`config.mk`:
```
export PLATFORM = sky130hd
export DESIGN_NAME = hia_top
export DESIGN_NICKNAME = d
export VERILOG_FILES = /design/src/hia_sticky.v /design/src/hia_top.v
export VERILOG_INCLUDE_DIRS = /design/src
export SDC_FILE = /design/constraint.sdc
export NUM_CORES = 1
export LEC_CHECK = 0
export BUFFER_PORTS_ARGS = -buffer_cell sky130_fd_sc_hd__buf_2
export CAP_MARGIN = 30
export CORE_MARGIN = 5
export CORE_UTILIZATION = 60
export CTS_CLUSTER_DIAMETER = 60
export DETAILED_ROUTE_END_ITERATION = 16
export PLACE_DENSITY = 0.82
export SKIP_LAST_GASP = 1
export SLEW_MARGIN = 20
export SYNTH_ARGS = -nofsm -noshare
export SYNTH_HDL_FRONTEND = slang
export SYNTH_HIERARCHICAL = 1
export SYNTH_SLANG_ARGS = --single-unit
```
`constraint.sdc`:
```
create_clock -name core_clk -period 30.3 [get_ports core_clk]
set_input_delay 1.515 -clock core_clk [delete_from_list [all_inputs] [get_ports core_clk]]
set_output_delay 1.515 -clock core_clk [all_outputs]
set_load 0.005 [all_outputs]
```
`src/hia_defines.vh`:
```
// register offsets, field positions and reset values for the hub interrupt aggregator
//
// Function
// - gather four receive-port and two transmit-port sources into top control/status
// - status bits latch on their condition whatever the enable holds, except gpio and sensor edge flags, which need their enable or mask bit
// - pin low only when status, its enable and global enable are all set
// - with global enable clear, top status still reports, pin stays high
// - top status: 7 global, 6 reserved, 5:4 transmit ports, 3:0 receive ports
// - top control: 7 pin enable, 5:4 transmit, 3:0 receive port enables
// - per port two enable registers and two mirrored read-only status registers
// - reading port state or transmit-side state clears; mirrored reads do not
// - low flags: len change, count change, buffer, tx-side, parity, pass, lock
// - high flags: gpio, sensor change, encoding error, sequence error, checksum error
// - first state: port number, checksum, lock change, seq, parity, pass, lock
// - second state: len unstable, len change, enc, buffer, tx-side, freq, no clock, count
// - per-port registers banked by the port select register written first
// - enabled forward gpio rising/falling edges raise flags, read of flags clears them
// - each port holds 32-bit sensor state readable as four bytes
// - only sensor byte 0 bits interrupt, rise and fall separately masked
// - masked-in edges latch in rise/fall flags, masked-out flags read zero
// - any sensor rise or fall flag sets the sensor change flag
`ifndef HIA_DEFINES_VH
`define HIA_DEFINES_VH

// ----------------------------------------
// offsets
// ----------------------------------------
`define HIA_ADDR_TOP_CTRL 8'h23
`define HIA_ADDR_TOP_FLAGS 8'h24
`define HIA_ADDR_PORT_SEL 8'h4C
`define HIA_ADDR_STATE_ONE 8'h4D
`define HIA_ADDR_STATE_TWO 8'h4E
`define HIA_ADDR_EN_HIGH 8'hD8
`define HIA_ADDR_EN_LOW 8'hD9
`define HIA_ADDR_FL_HIGH 8'hDA
`define HIA_ADDR_FL_LOW 8'hDB
`define HIA_ADDR_TX_SIDE 8'hE0
`define HIA_ADDR_GPIO_EN 8'hE1
`define HIA_ADDR_GPIO_FL 8'hE2
`define HIA_ADDR_SEN_B0 8'hE4
`define HIA_ADDR_SEN_B1 8'hE5
`define HIA_ADDR_SEN_B2 8'hE6
`define HIA_ADDR_SEN_B3 8'hE7
`define HIA_ADDR_RISE_MASK 8'hE8
`define HIA_ADDR_FALL_MASK 8'hE9
`define HIA_ADDR_RISE_FL 8'hEA
`define HIA_ADDR_FALL_FL 8'hEB

// ----------------------------------------
// fields and reset values
// ----------------------------------------
`define HIA_TOP_GLOBAL_BIT 7
`define HIA_SEL_RD_LSB 4
`define HIA_TOP_CTRL_RST 8'h00
`define HIA_PORT_SEL_RST 8'h01
`define HIA_EN_RST 8'h00

`endif

```
`src/hia_sticky.v`:
```
// sticky flag bank: set wins over clear, masked-out bits forced to zero
`timescale 1ns/100ps
module hia_sticky #(
  parameter W = 8
) (
  input wire clk,
  input wire rst_n,
  input wire [W-1:0] set,
  input wire [W-1:0] clr,
  input wire [W-1:0] mask,
  output wire [W-1:0] q
);

  reg [W-1:0] flag_reg;
  wire [W-1:0] flag_next;

  // set after clear so an event in the read cycle survives
  assign flag_next = ((flag_reg & ~clr) | set) & mask;
  assign q = flag_reg;

  always @(posedge clk or negedge rst_n)
  begin
    if (!rst_n)
    begin
      flag_reg <= {W{1'b0}};
    end
    else
    begin
      flag_reg <= flag_next;
    end
  end

endmodule

```
`src/hia_top.v`:
```
// interrupt aggregation for four receive ports and two transmit ports
`timescale 1ns/100ps
`include "hia_defines.vh"
module hia_top #(
  parameter NPORT = 4
) (
  input wire core_clk,
  input wire rstn,
  input wire [7:0] reg_addr,
  input wire [7:0] reg_wdata,
  input wire reg_wr,
  input wire reg_rd,
  output wire [7:0] reg_rdata,
  input wire [3:0] rx_lock,
  input wire [3:0] rx_pass,
  input wire [3:0] rx_crc_err,
  input wire [3:0] rx_seq_err,
  input wire [3:0] rx_par_err,
  input wire [3:0] rx_enc_err,
  input wire [3:0] rx_buf_err,
  input wire [3:0] rx_len_unstable,
  input wire [3:0] rx_len_chg,
  input wire [3:0] rx_cnt_chg,
  input wire [3:0] rx_freq_stable,
  input wire [3:0] rx_no_clk,
  input wire [3:0] rx_tx_side_err,
  input wire [15:0] fwd_gpio,
  input wire [127:0] sensor_state,
  input wire tx0_irq_flag,
  input wire tx1_irq_flag,
  output wire irq_out_n
);

  // ----------------------------------------
  // reset release
  // ----------------------------------------
  reg rst_sync1_reg;
  reg rst_sync2_reg;
  wire rst_n;

  always @(posedge core_clk or negedge rstn)
  begin
    if (!rstn)
    begin
      rst_sync1_reg <= 1'b0;
      rst_sync2_reg <= 1'b0;
    end
    else
    begin
      rst_sync1_reg <= 1'b1;
      rst_sync2_reg <= rst_sync1_reg;
    end
  end

  assign rst_n = rst_sync2_reg;

  // ----------------------------------------
  // control registers
  // ----------------------------------------
  reg [7:0] irq_top_control_reg;
  reg [7:0] port_select_reg;
  reg [7:0] en_high_reg [0:3];
  reg [7:0] en_low_reg [0:3];
  reg [7:0] gpio_en_reg [0:3];
  reg [7:0] rise_mask_reg [0:3];
  reg [7:0] fall_mask_reg [0:3];
  wire [1:0] rd_port;
  integer i;

  // reads follow the selected port, writes go to every port whose bit is set
  assign rd_port = port_select_reg[`HIA_SEL_RD_LSB +: 2];

  always @(posedge core_clk or negedge rst_n)
  begin
    if (!rst_n)
    begin
      irq_top_control_reg <= `HIA_TOP_CTRL_RST;
      port_select_reg <= `HIA_PORT_SEL_RST;
      for (i = 0; i < 4; i = i + 1)
      begin
        en_high_reg[i] <= `HIA_EN_RST;
        en_low_reg[i] <= `HIA_EN_RST;
        gpio_en_reg[i] <= `HIA_EN_RST;
        rise_mask_reg[i] <= `HIA_EN_RST;
        fall_mask_reg[i] <= `HIA_EN_RST;
      end
    end
    else if (reg_wr)
    begin
      if (reg_addr == `HIA_ADDR_TOP_CTRL)
      begin
        irq_top_control_reg <= reg_wdata & 8'hBF;
      end
      if (reg_addr == `HIA_ADDR_PORT_SEL)
      begin
        port_select_reg <= reg_wdata & 8'h3F;
      end
      for (i = 0; i < 4; i = i + 1)
      begin
        if (port_select_reg[i])
        begin
          case (reg_addr)
            `HIA_ADDR_EN_HIGH: en_high_reg[i] <= reg_wdata & 8'h1F;
            `HIA_ADDR_EN_LOW: en_low_reg[i] <= reg_wdata & 8'h7F;
            `HIA_ADDR_GPIO_EN: gpio_en_reg[i] <= reg_wdata;
            `HIA_ADDR_RISE_MASK: rise_mask_reg[i] <= reg_wdata;
            `HIA_ADDR_FALL_MASK: fall_mask_reg[i] <= reg_wdata;
            default: en_high_reg[i] <= en_high_reg[i];
          endcase
        end
      end
    end
  end

  // ----------------------------------------
  // previous values for edge detection
  // ----------------------------------------
  reg [3:0] lock_prev_reg;
  reg [3:0] pass_prev_reg;
  reg [15:0] gpio_prev_reg;
  reg [31:0] sen_prev_reg;
  wire [31:0] sen_byte0;

  always @(posedge core_clk or negedge rst_n)
  begin
    if (!rst_n)
    begin
      lock_prev_reg <= 4'h0;
      pass_prev_reg <= 4'h0;
      gpio_prev_reg <= 16'h0000;
      sen_prev_reg <= 32'h00000000;
    end
    else
    begin
      lock_prev_reg <= rx_lock;
      pass_prev_reg <= rx_pass;
      gpio_prev_reg <= fwd_gpio;
      sen_prev_reg <= sen_byte0;
    end
  end

  // ----------------------------------------
  // per-port flags
  // ----------------------------------------
  wire rd_one;
  wire rd_two;
  wire rd_txs;
  wire rd_gpio;
  wire rd_rise;
  wire rd_fall;
  wire [31:0] st1_all;
  wire [31:0] st2_all;
  wire [31:0] txs_all;
  wire [31:0] gpio_fl_all;
  wire [31:0] rise_fl_all;
  wire [31:0] fall_fl_all;
  wire [31:0] fl_hi_all;
  wire [31:0] fl_lo_all;
  wire [3:0] port_irq;

  // only the state registers and the clear-on-read flag registers clear
  assign rd_one = reg_rd && (reg_addr == `HIA_ADDR_STATE_ONE);
  assign rd_two = reg_rd && (reg_addr == `HIA_ADDR_STATE_TWO);
  assign rd_txs = reg_rd && (reg_addr == `HIA_ADDR_TX_SIDE);
  assign rd_gpio = reg_rd && (reg_addr == `HIA_ADDR_GPIO_FL);
  assign rd_rise = reg_rd && (reg_addr == `HIA_ADDR_RISE_FL);
  assign rd_fall = reg_rd && (reg_addr == `HIA_ADDR_FALL_FL);

  genvar p;
  generate
    for (p = 0; p < NPORT; p = p + 1)
    begin : g_port
      localparam [1:0] PNUM = p;
      wire [4:0] s1_q;
      wire [4:0] s2_q;
      wire [4:0] s2_clr;
      wire [7:0] gpio_q;
      wire [7:0] rise_q;
      wire [7:0] fall_q;
      wire [3:0] g_now;
      wire [3:0] g_old;
      wire [7:0] s_now;
      wire [7:0] s_old;
      wire [7:0] fl_lo;
      wire [7:0] fl_hi;

      wire sel = (rd_port == PNUM);
      assign g_now = fwd_gpio[4*p +: 4];
      assign g_old = gpio_prev_reg[4*p +: 4];
      assign sen_byte0[8*p +: 8] = sensor_state[32*p +: 8];
      assign s_now = sen_byte0[8*p +: 8];
      assign s_old = sen_prev_reg[8*p +: 8];

      // {checksum, lock change, sequence, parity, pass change}; no enable gating
      hia_sticky #(.W(5)) u_s1 (
        .clk(core_clk),
        .rst_n(rst_n),
        .set({rx_crc_err[p], rx_lock[p] ^ lock_prev_reg[p], rx_seq_err[p],
              rx_par_err[p], rx_pass[p] ^ pass_prev_reg[p]}),
        .clr({5{rd_one & sel}}),
        .mask(5'h1F),
        .q(s1_q)
      );

      // {length change, encoding, buffer, count change, tx-side error}
      assign s2_clr = {{4{rd_two & sel}}, (rd_two | rd_txs) & sel};
      hia_sticky #(.W(5)) u_s2 (
        .clk(core_clk),
        .rst_n(rst_n),
        .set({rx_len_chg[p], rx_enc_err[p], rx_buf_err[p], rx_cnt_chg[p],
              rx_tx_side_err[p]}),
        .clr(s2_clr),
        .mask(5'h1F),
        .q(s2_q)
      );

      // low nibble rising, high nibble falling
      hia_sticky #(.W(8)) u_gpio (
        .clk(core_clk),
        .rst_n(rst_n),
        .set({~g_now & g_old, g_now & ~g_old}),
        .clr({8{rd_gpio & sel}}),
        .mask(gpio_en_reg[p]),
        .q(gpio_q)
      );

      hia_sticky #(.W(8)) u_rise (
        .clk(core_clk),
        .rst_n(rst_n),
        .set(s_now & ~s_old),
        .clr({8{rd_rise & sel}}),
        .mask(rise_mask_reg[p]),
        .q(rise_q)
      );

      hia_sticky #(.W(8)) u_fall (
        .clk(core_clk),
        .rst_n(rst_n),
        .set(~s_now & s_old),
        .clr({8{rd_fall & sel}}),
        .mask(fall_mask_reg[p]),
        .q(fall_q)
      );

      // mirrors of the state bits, reading these clears nothing
      assign fl_lo = {1'b0, s2_q[4], s2_q[1], s2_q[2], s2_q[0], s1_q[1], s1_q[0], s1_q[3]};
      assign fl_hi = {3'b000, |gpio_q, |{rise_q, fall_q}, s2_q[3], s1_q[2], s1_q[4]};

      assign st1_all[8*p +: 8] = {PNUM, s1_q[4], s1_q[3], s1_q[2], s1_q[1], rx_pass[p], rx_lock[p]};
      assign st2_all[8*p +: 8] = {rx_len_unstable[p], s2_q[4], s2_q[3], s2_q[2], s2_q[0],
                                  rx_freq_stable[p], rx_no_clk[p], s2_q[1]};
      assign txs_all[8*p +: 8] = {7'h00, s2_q[0]};
      assign gpio_fl_all[8*p +: 8] = gpio_q;
      assign rise_fl_all[8*p +: 8] = rise_q;
      assign fall_fl_all[8*p +: 8] = fall_q;
      assign fl_hi_all[8*p +: 8] = fl_hi;
      assign fl_lo_all[8*p +: 8] = fl_lo;

      // enable decides only whether a flag counts toward the port request
      assign port_irq[p] = |(fl_lo & en_low_reg[p]) | |(fl_hi & en_high_reg[p]);
    end
  endgenerate

  // ----------------------------------------
  // top-level aggregation
  // ----------------------------------------
  wire [5:0] src_flags;
  wire global_ind;
  wire [7:0] irq_top_flags;
  reg irq_out_n_reg;

  assign src_flags = {tx1_irq_flag, tx0_irq_flag, port_irq};
  // reported even with the pin enable clear
  assign global_ind = |(src_flags & irq_top_control_reg[5:0]);
  assign irq_top_flags = {global_ind, 1'b0, src_flags};

  // registered so the pin never glitches while flags settle
  always @(posedge core_clk or negedge rst_n)
  begin
    if (!rst_n)
    begin
      irq_out_n_reg <= 1'b1;
    end
    else
    begin
      irq_out_n_reg <= ~(global_ind & irq_top_control_reg[`HIA_TOP_GLOBAL_BIT]);
    end
  end

  assign irq_out_n = irq_out_n_reg;

  // ----------------------------------------
  // read path
  // ----------------------------------------
  reg [7:0] rd_mux;
  reg [7:0] reg_rdata_reg;

  always @*
  begin
    case (reg_addr)
      `HIA_ADDR_TOP_CTRL: rd_mux = irq_top_control_reg;
      `HIA_ADDR_TOP_FLAGS: rd_mux = irq_top_flags;
      `HIA_ADDR_PORT_SEL: rd_mux = port_select_reg;
      `HIA_ADDR_STATE_ONE: rd_mux = st1_all[8*rd_port +: 8];
      `HIA_ADDR_STATE_TWO: rd_mux = st2_all[8*rd_port +: 8];
      `HIA_ADDR_EN_HIGH: rd_mux = en_high_reg[rd_port];
      `HIA_ADDR_EN_LOW: rd_mux = en_low_reg[rd_port];
      `HIA_ADDR_FL_HIGH: rd_mux = fl_hi_all[8*rd_port +: 8];
      `HIA_ADDR_FL_LOW: rd_mux = fl_lo_all[8*rd_port +: 8];
      `HIA_ADDR_TX_SIDE: rd_mux = txs_all[8*rd_port +: 8];
      `HIA_ADDR_GPIO_EN: rd_mux = gpio_en_reg[rd_port];
      `HIA_ADDR_GPIO_FL: rd_mux = gpio_fl_all[8*rd_port +: 8];
      `HIA_ADDR_SEN_B0: rd_mux = sensor_state[32*rd_port +: 8];
      `HIA_ADDR_SEN_B1: rd_mux = sensor_state[32*rd_port + 8 +: 8];
      `HIA_ADDR_SEN_B2: rd_mux = sensor_state[32*rd_port + 16 +: 8];
      `HIA_ADDR_SEN_B3: rd_mux = sensor_state[32*rd_port + 24 +: 8];
      `HIA_ADDR_RISE_MASK: rd_mux = rise_mask_reg[rd_port];
      `HIA_ADDR_FALL_MASK: rd_mux = fall_mask_reg[rd_port];
      `HIA_ADDR_RISE_FL: rd_mux = rise_fl_all[8*rd_port +: 8];
      `HIA_ADDR_FALL_FL: rd_mux = fall_fl_all[8*rd_port +: 8];
      default: rd_mux = 8'h00;
    endcase
  end

  // data captured before the clear of the same read lands
  always @(posedge core_clk or negedge rst_n)
  begin
    if (!rst_n)
    begin
      reg_rdata_reg <= 8'h00;
    end
    else if (reg_rd)
    begin
      reg_rdata_reg <= rd_mux;
    end
  end

  assign reg_rdata = reg_rdata_reg;

endmodule

```
**Yosys cells after proc, flatten, opt, wreduce, memory -nomap -nowiden**

Cells that the tools add are included.

- Add/subtract/negate cells: 3
- $mul: 0
- Divide/modulo/power cells: 0
- Magnitude comparators: 1
- Equality and inequality tests: 23
- Shifts and indexed selects: 12
- Multiplexer cells: 16
- Bitwise operators: 153
- Reduce and logical (&&, ||, !) cells: 46

Operators with widths:

| operator | number |
|---|---|
| indexed part select 128 x 9 -> 8 bit | 3 |
| bitwise AND 8 bit | 32 |
| indexed part select 32 x 6 -> 8 bit | 8 |
| NOT 8 bit | 20 |
| case mux 8 bit (20 select lines) | 1 |
| indexed part select 128 x 8 -> 8 bit | 1 |
| == test 8 bit, second input constant | 15 |
| bitwise OR 8 bit | 12 |
| OR reduction 8 bit | 12 |
| binary-select mux 8 bit (select 2 bit) | 5 |
| 2-to-1 mux 8 bit | 10 |
| OR reduction 16 bit | 4 |
| bitwise AND 5 bit | 12 |
| AND reduction 3 bit | 20 |
| NOT 5 bit | 8 |
| bitwise OR 5 bit | 8 |
| bitwise AND 4 bit | 8 |
| NOT 4 bit | 8 |
| bitwise AND 7 bit | 4 |
| bitwise AND 1 bit | 25 |
| == test 8 x 7 -> 1 bit, second input constant | 3 |
| adder 7 x 5 -> 8 bit, second input constant | 2 |
| == test 8 x 6 -> 1 bit, second input constant | 2 |
| adder 7 x 4 -> 8 bit, second input constant | 1 |
| 12 further kinds | 30 |

- Register bits after elaboration: 360
- Latch bits: 0
- RAM bits: 0
- Bits in read-only memories: 0
- Input port bits: 218
- Output and inout port bits: 9
- Word-level logic and storage cells: 304
- Memories kept: 0

**Depth between registers and ports, before layout**

- Word-level depth: 8
- Depth in mapped cells: 10
- Depth with buffers taken out: 8

**Hierarchy**

Netlist, hierarchy kept.

By module, submodules not included:

| module | times used | cells each | area an instance (um^2) | seq. area each (um^2) |
|---|---|---|---|---|
| hia_top | 1 | 1173 | 13216.4 | 5607.9 |
| hia_sticky (g_port[0].u_fall ...) | 12 | 24 | 370.4 | 200.2 |
| hia_sticky (g_port[0].u_s1 ...) | 8 | 15 | 231.5 | 125.1 |

**Least setup slack after synthesis**

OpenSTA, ideal clock, no wires.

- Path type: input -> register
- From: in reg_addr[0]
- To: reg g_port[0].u_fall.flag_reg[0]
- Setup time: 0.119 ns
- Arrival time: 3.931 ns
- Path slack: 26.251 ns
- Stages on the path: 8
- Path buffers: 4
- Cells stage by stage: buf_2 -> buf_2 -> buf_1 -> clkbuf_1 -> nand3_1 -> nor2_1 -> nor2b_4 -> o21a_1

- Cells in the longest elaborated chain, start to end: 7

RTL lines:

| what | line | RTL |
|---|---|---|
| start, declared | hia_top.v:9 | `input wire [7:0] reg_addr,` |
| == test 8 bit | n/a |  |
| logical AND 1 bit | hia_top.v:167 | `` assign rd_fall = reg_rd && (reg_addr == `HIA_ADDR_FALL_FL); `` |
| bitwise AND 1 bit | hia_top.v:240 | `.clr({8{rd_fall & sel}}),` |
| NOT 8 bit | hia_sticky.v:18 | `assign flag_next = ((flag_reg & ~clr) \| set) & mask;` |
| bitwise AND 8 bit | hia_sticky.v:18 |  |
| bitwise OR 8 bit | hia_sticky.v:18 |  |
| bitwise AND 8 bit | hia_sticky.v:18 |  |
| net g_port[0].u_fall.flag_next[0] | hia_sticky.v:15 | `wire [W-1:0] flag_next;` |
| end signal, assigned | hia_sticky.v:25 | `flag_reg <= {W{1'b0}};` |
| end signal, assigned | hia_sticky.v:29 | `flag_reg <= flag_next;` |
| end, declared | hia_sticky.v:14 | `reg [W-1:0] flag_reg;` |

The timed path passes the listed nets, and every way through them passes these cells.
A chain may end at the register's enable or synchronous reset.

**Worst setup path after layout**

- From: in reg_addr[0]
- To: reg reg_rdata_reg[2] (netlist: reg_rdata[2])

- Cells in the longest elaborated chain, start to end: 2

RTL lines:

| what | line | RTL |
|---|---|---|
| == test 8 bit (tied with other cells) | hia_top.v:300 | `case (reg_addr)` |
| case mux 8 bit (20 select lines) * | hia_top.v:300 |  |
| end signal, assigned | hia_top.v:334 | `reg_rdata_reg <= rd_mux;` |
| end, declared | hia_top.v:296 | `reg [7:0] reg_rdata_reg;` |

Mark *: on every way between the ends. The rest lies on a longest branch, timed or not.

==> impl_metrics.ini <==
[outcome]
outcome = finished, final reports clean

[timing]
whs_ns = 0.336
setup_viol = 0
max_freq_ghz = 0.226
tightest_slew_ns = 1.03
final_max_slew_viol_count = 0
fin_tns_setup_ns = 0
period_needed_ns = 4.42
slew_headroom_pct = 31.3
clock-skew-final_ns = 0.0163
hold_violations = 0
period_share_pct = 14.6
rsz0062_at_grt = no

[synthesis]
synth_edf_count = 0
yosysMostFrequentCell = dfrtp_1
synth_top_area_cell = dfrtp_1
ys_top_cells_by_count = 358 x dfrtp_1, 167 x mux2_2, 136 x nor2b_4, 136 x o21a_1, 101 x nor2b_1
yosys_warnings = 6
ys_seq_elements = 360
mappedNetlistArea_mm2 = 0.0195
ys_types = 80
synthTopCellsByArea = dfrtp_1 46%, mux2_2 9.6%, nor2b_4 9.6%
syn_avg_cell_area_um2 = 12.3
synth_top_area_share_pct = 45.9
synth-seq-area-share_pct = 46.2
synth_ff_type = dfrtp_1
async_reset_ff_share_pct = 100
syn_inst = 1581

[place]
dpl.cell_count = 2257
numPortBuffers = 226
gp_congestion = 1.09
dp_hpwl_um = 56400

[die]
io_pins = 227
die-area_mm2 = 0.0362
die_x_um = 190
row_count = 66
die_y_um = 190
core_mm2 = 0.0323
initial_utilization_pct = 60.4

[worst_setup_path]
path_class = input port to flip-flop
crit_chain = buf_2 > buf_4 > nor2b_1 > nand3_1 > nand4_1 > o221ai_2 > or4_1 > a311oi_2
crit_slowest_cell = nor2b_1
critPathMaxFanout = 41
start_kind = input port
cp-end-kind = flip-flop
slowest_delay_ns = 0.83
cp.buffers_inverters = 2
crit_required_ns = 30.73
cp_top_family = simple AND/OR/NAND/NOR gates
arrival_ns = 4.85

[clocking]
postCtsSetupRepairBufs = 0
cts-root-buf = clkbuf_16
cts_tree = done
postCtsHoldBufs = 0
ctsResizeCount = 0
cts_sinks = 360
clock_latency_ns = 0.54
cts-buffers-inserted = 41
path_clk_slew_ns = 0.06
htree_levels = 2
cts.path.max_buffers = 3

[drt]
vias = 16100
dr.pass1.iters = 7
remaining_drc_errors = 0
postRouteAntennaNets = 0
vias_per_cell = 6.88
first_iter_violations = 2172
wirelength_um = 75600
wire_per_inst_um = 32.4

[cells_and_area]
layout-drive-gt1-share_pct = 38.0
fill_cells = 2265
multi_input_area_mm2 = 0.0103
ff_latch_area_mm2 = 0.00902
fin_nets = 2076
fin_cells = 2334
area_growth_pct = 16.6

[min_path]
hp-class = flip-flop to async pin

[power]
power.density_mw_per_mm2 = 48.8
leakage_uw = 0.0102
vdd_drop_max_v = 0.0000509

[global_route]
overflow = 0
grt_max_degree = 183
first_global_vias = 16200
grt_antenna_before_repair = 4
grt_usage_pct = 41.7
grt_pass1_wl_um = 110000

[run]
drv_cap = 0
cells by family (layout without fill, tap and decap cells):
family	count (synthesis)	in the layout	share of synthesized area, %
AOI/OAI and AO/OA	367	367	14.3
buffers and inverters	83	352	1.97
DFF	360	360	46.2
and+or+nand+nor	514	514	20.1
other	1	43	0.0192
muxes	248	248	17.1
xor gates and xnor gates	8	8	0.359
where the power goes:
part	internal (uW)	total, uW	switching (uW)
Clock	298	508	210
Combinational	38.9	95.3	56.4
Sequential	490	506	15.9
worst reg2reg max path, cell delays in order (launching register included):
cell and delay (ns):
dfrtp_4 0.82, clkinv_1 0.59, nor2_1 0.54, nand2_1 0.34
nor2_1 0.69, buf_4 0.37, nor2b_4 0.06, o21a_1 0.17
final timing paths:
path                               startpoint                     to  slack [ns]  cells after the start
setup / recovery                  reg_addr[0]           reg_rdata[2]       25.88                      8
hold / removal                          rst_n       sen_prev_reg[22]        0.34                      0
setup reg to reg           port_select_reg[4]  g_port[1].u_fall/q[1]       26.59                      7
hold reg to reg                         rst_n       sen_prev_reg[22]        0.34                      0
max in group asynchronous               rst_n           reg_rdata[0]       28.06                      2
min in group core_clk           rst_sync1_reg                  rst_n        0.36                      0
placed cells by master (no fill, tap or decap), types with 7 or more instances in the layout:
cell type / instances
nor2_1: 78
clkbuf_8: 8
clkinv_2: 8
o21ai_0: 18
mux4_2: 52
a32oi_1: 7
nand2_1: 74
mux2i_1: 29
a21oi_1: 36
a22oi_1: 38
xor2_1: 8
conb_1: 41
nor4_1: 27
a22o_1: 12
nor2b_1: 101
clkbuf_16: 41
a211oi_1: 9
buf_4: 35
a221o_1: 11
dfrtp_1: 355
o21a_1: 136
inv_1: 10
a221oi_1: 28
nor2b_4: 136
nand3_1: 32
mux2_2: 167
o211ai_1: 9
o22ai_1: 10
nor3_1: 14
o221ai_1: 11
buf_2: 226
nand4_1: 7
per-stage QoR:
| stage | worst slack, ns | util [%] | power (uW) | cell area [um2] |
|---|---|---|---|---|
| floorplan | 19.53 | - | 560 | 19700 |
| global placement | 25.23 | 65.9 | 605 | 21300 |
| detailed placement | 25.54 | 66.2 | 606 | 21400 |
| CTS | 26.06 | 70.4 | 1110 | 22700 |
| global route | 25.73 | 70.5 | 1140 | 22700 |
| finish | 25.88 | 70.5 | 1110 | 22800 |
final cells by class:
| type | count | share of cell area [%] |
|---|---|---|
| well taps | 442 | 2.43 |
| diodes | 2 | 0.0220 |
| multi-input cells | 1178 | 45.2 |
| flip-flops and latches | 360 | 39.6 |
| repair buffers | 266 | 6.43 |
| inverters | 11 | 0.181 |
| clock inverters | 22 | 1.01 |
| clock buffers | 53 | 5.06 |
routing by layer:
metal	GRT usage (%)	part of all wire (%)	routed length [um]	up-vias
li1	-	-	-	6438
met1	56.8	38	28600	8025
met2	60.8	43	32200	1262
met3	14.0	13	9840	334
met4	19.9	6.6	5010	4
met5	0	0.085	64	-
Note: power is estimated with default switching activity, not from simulation.
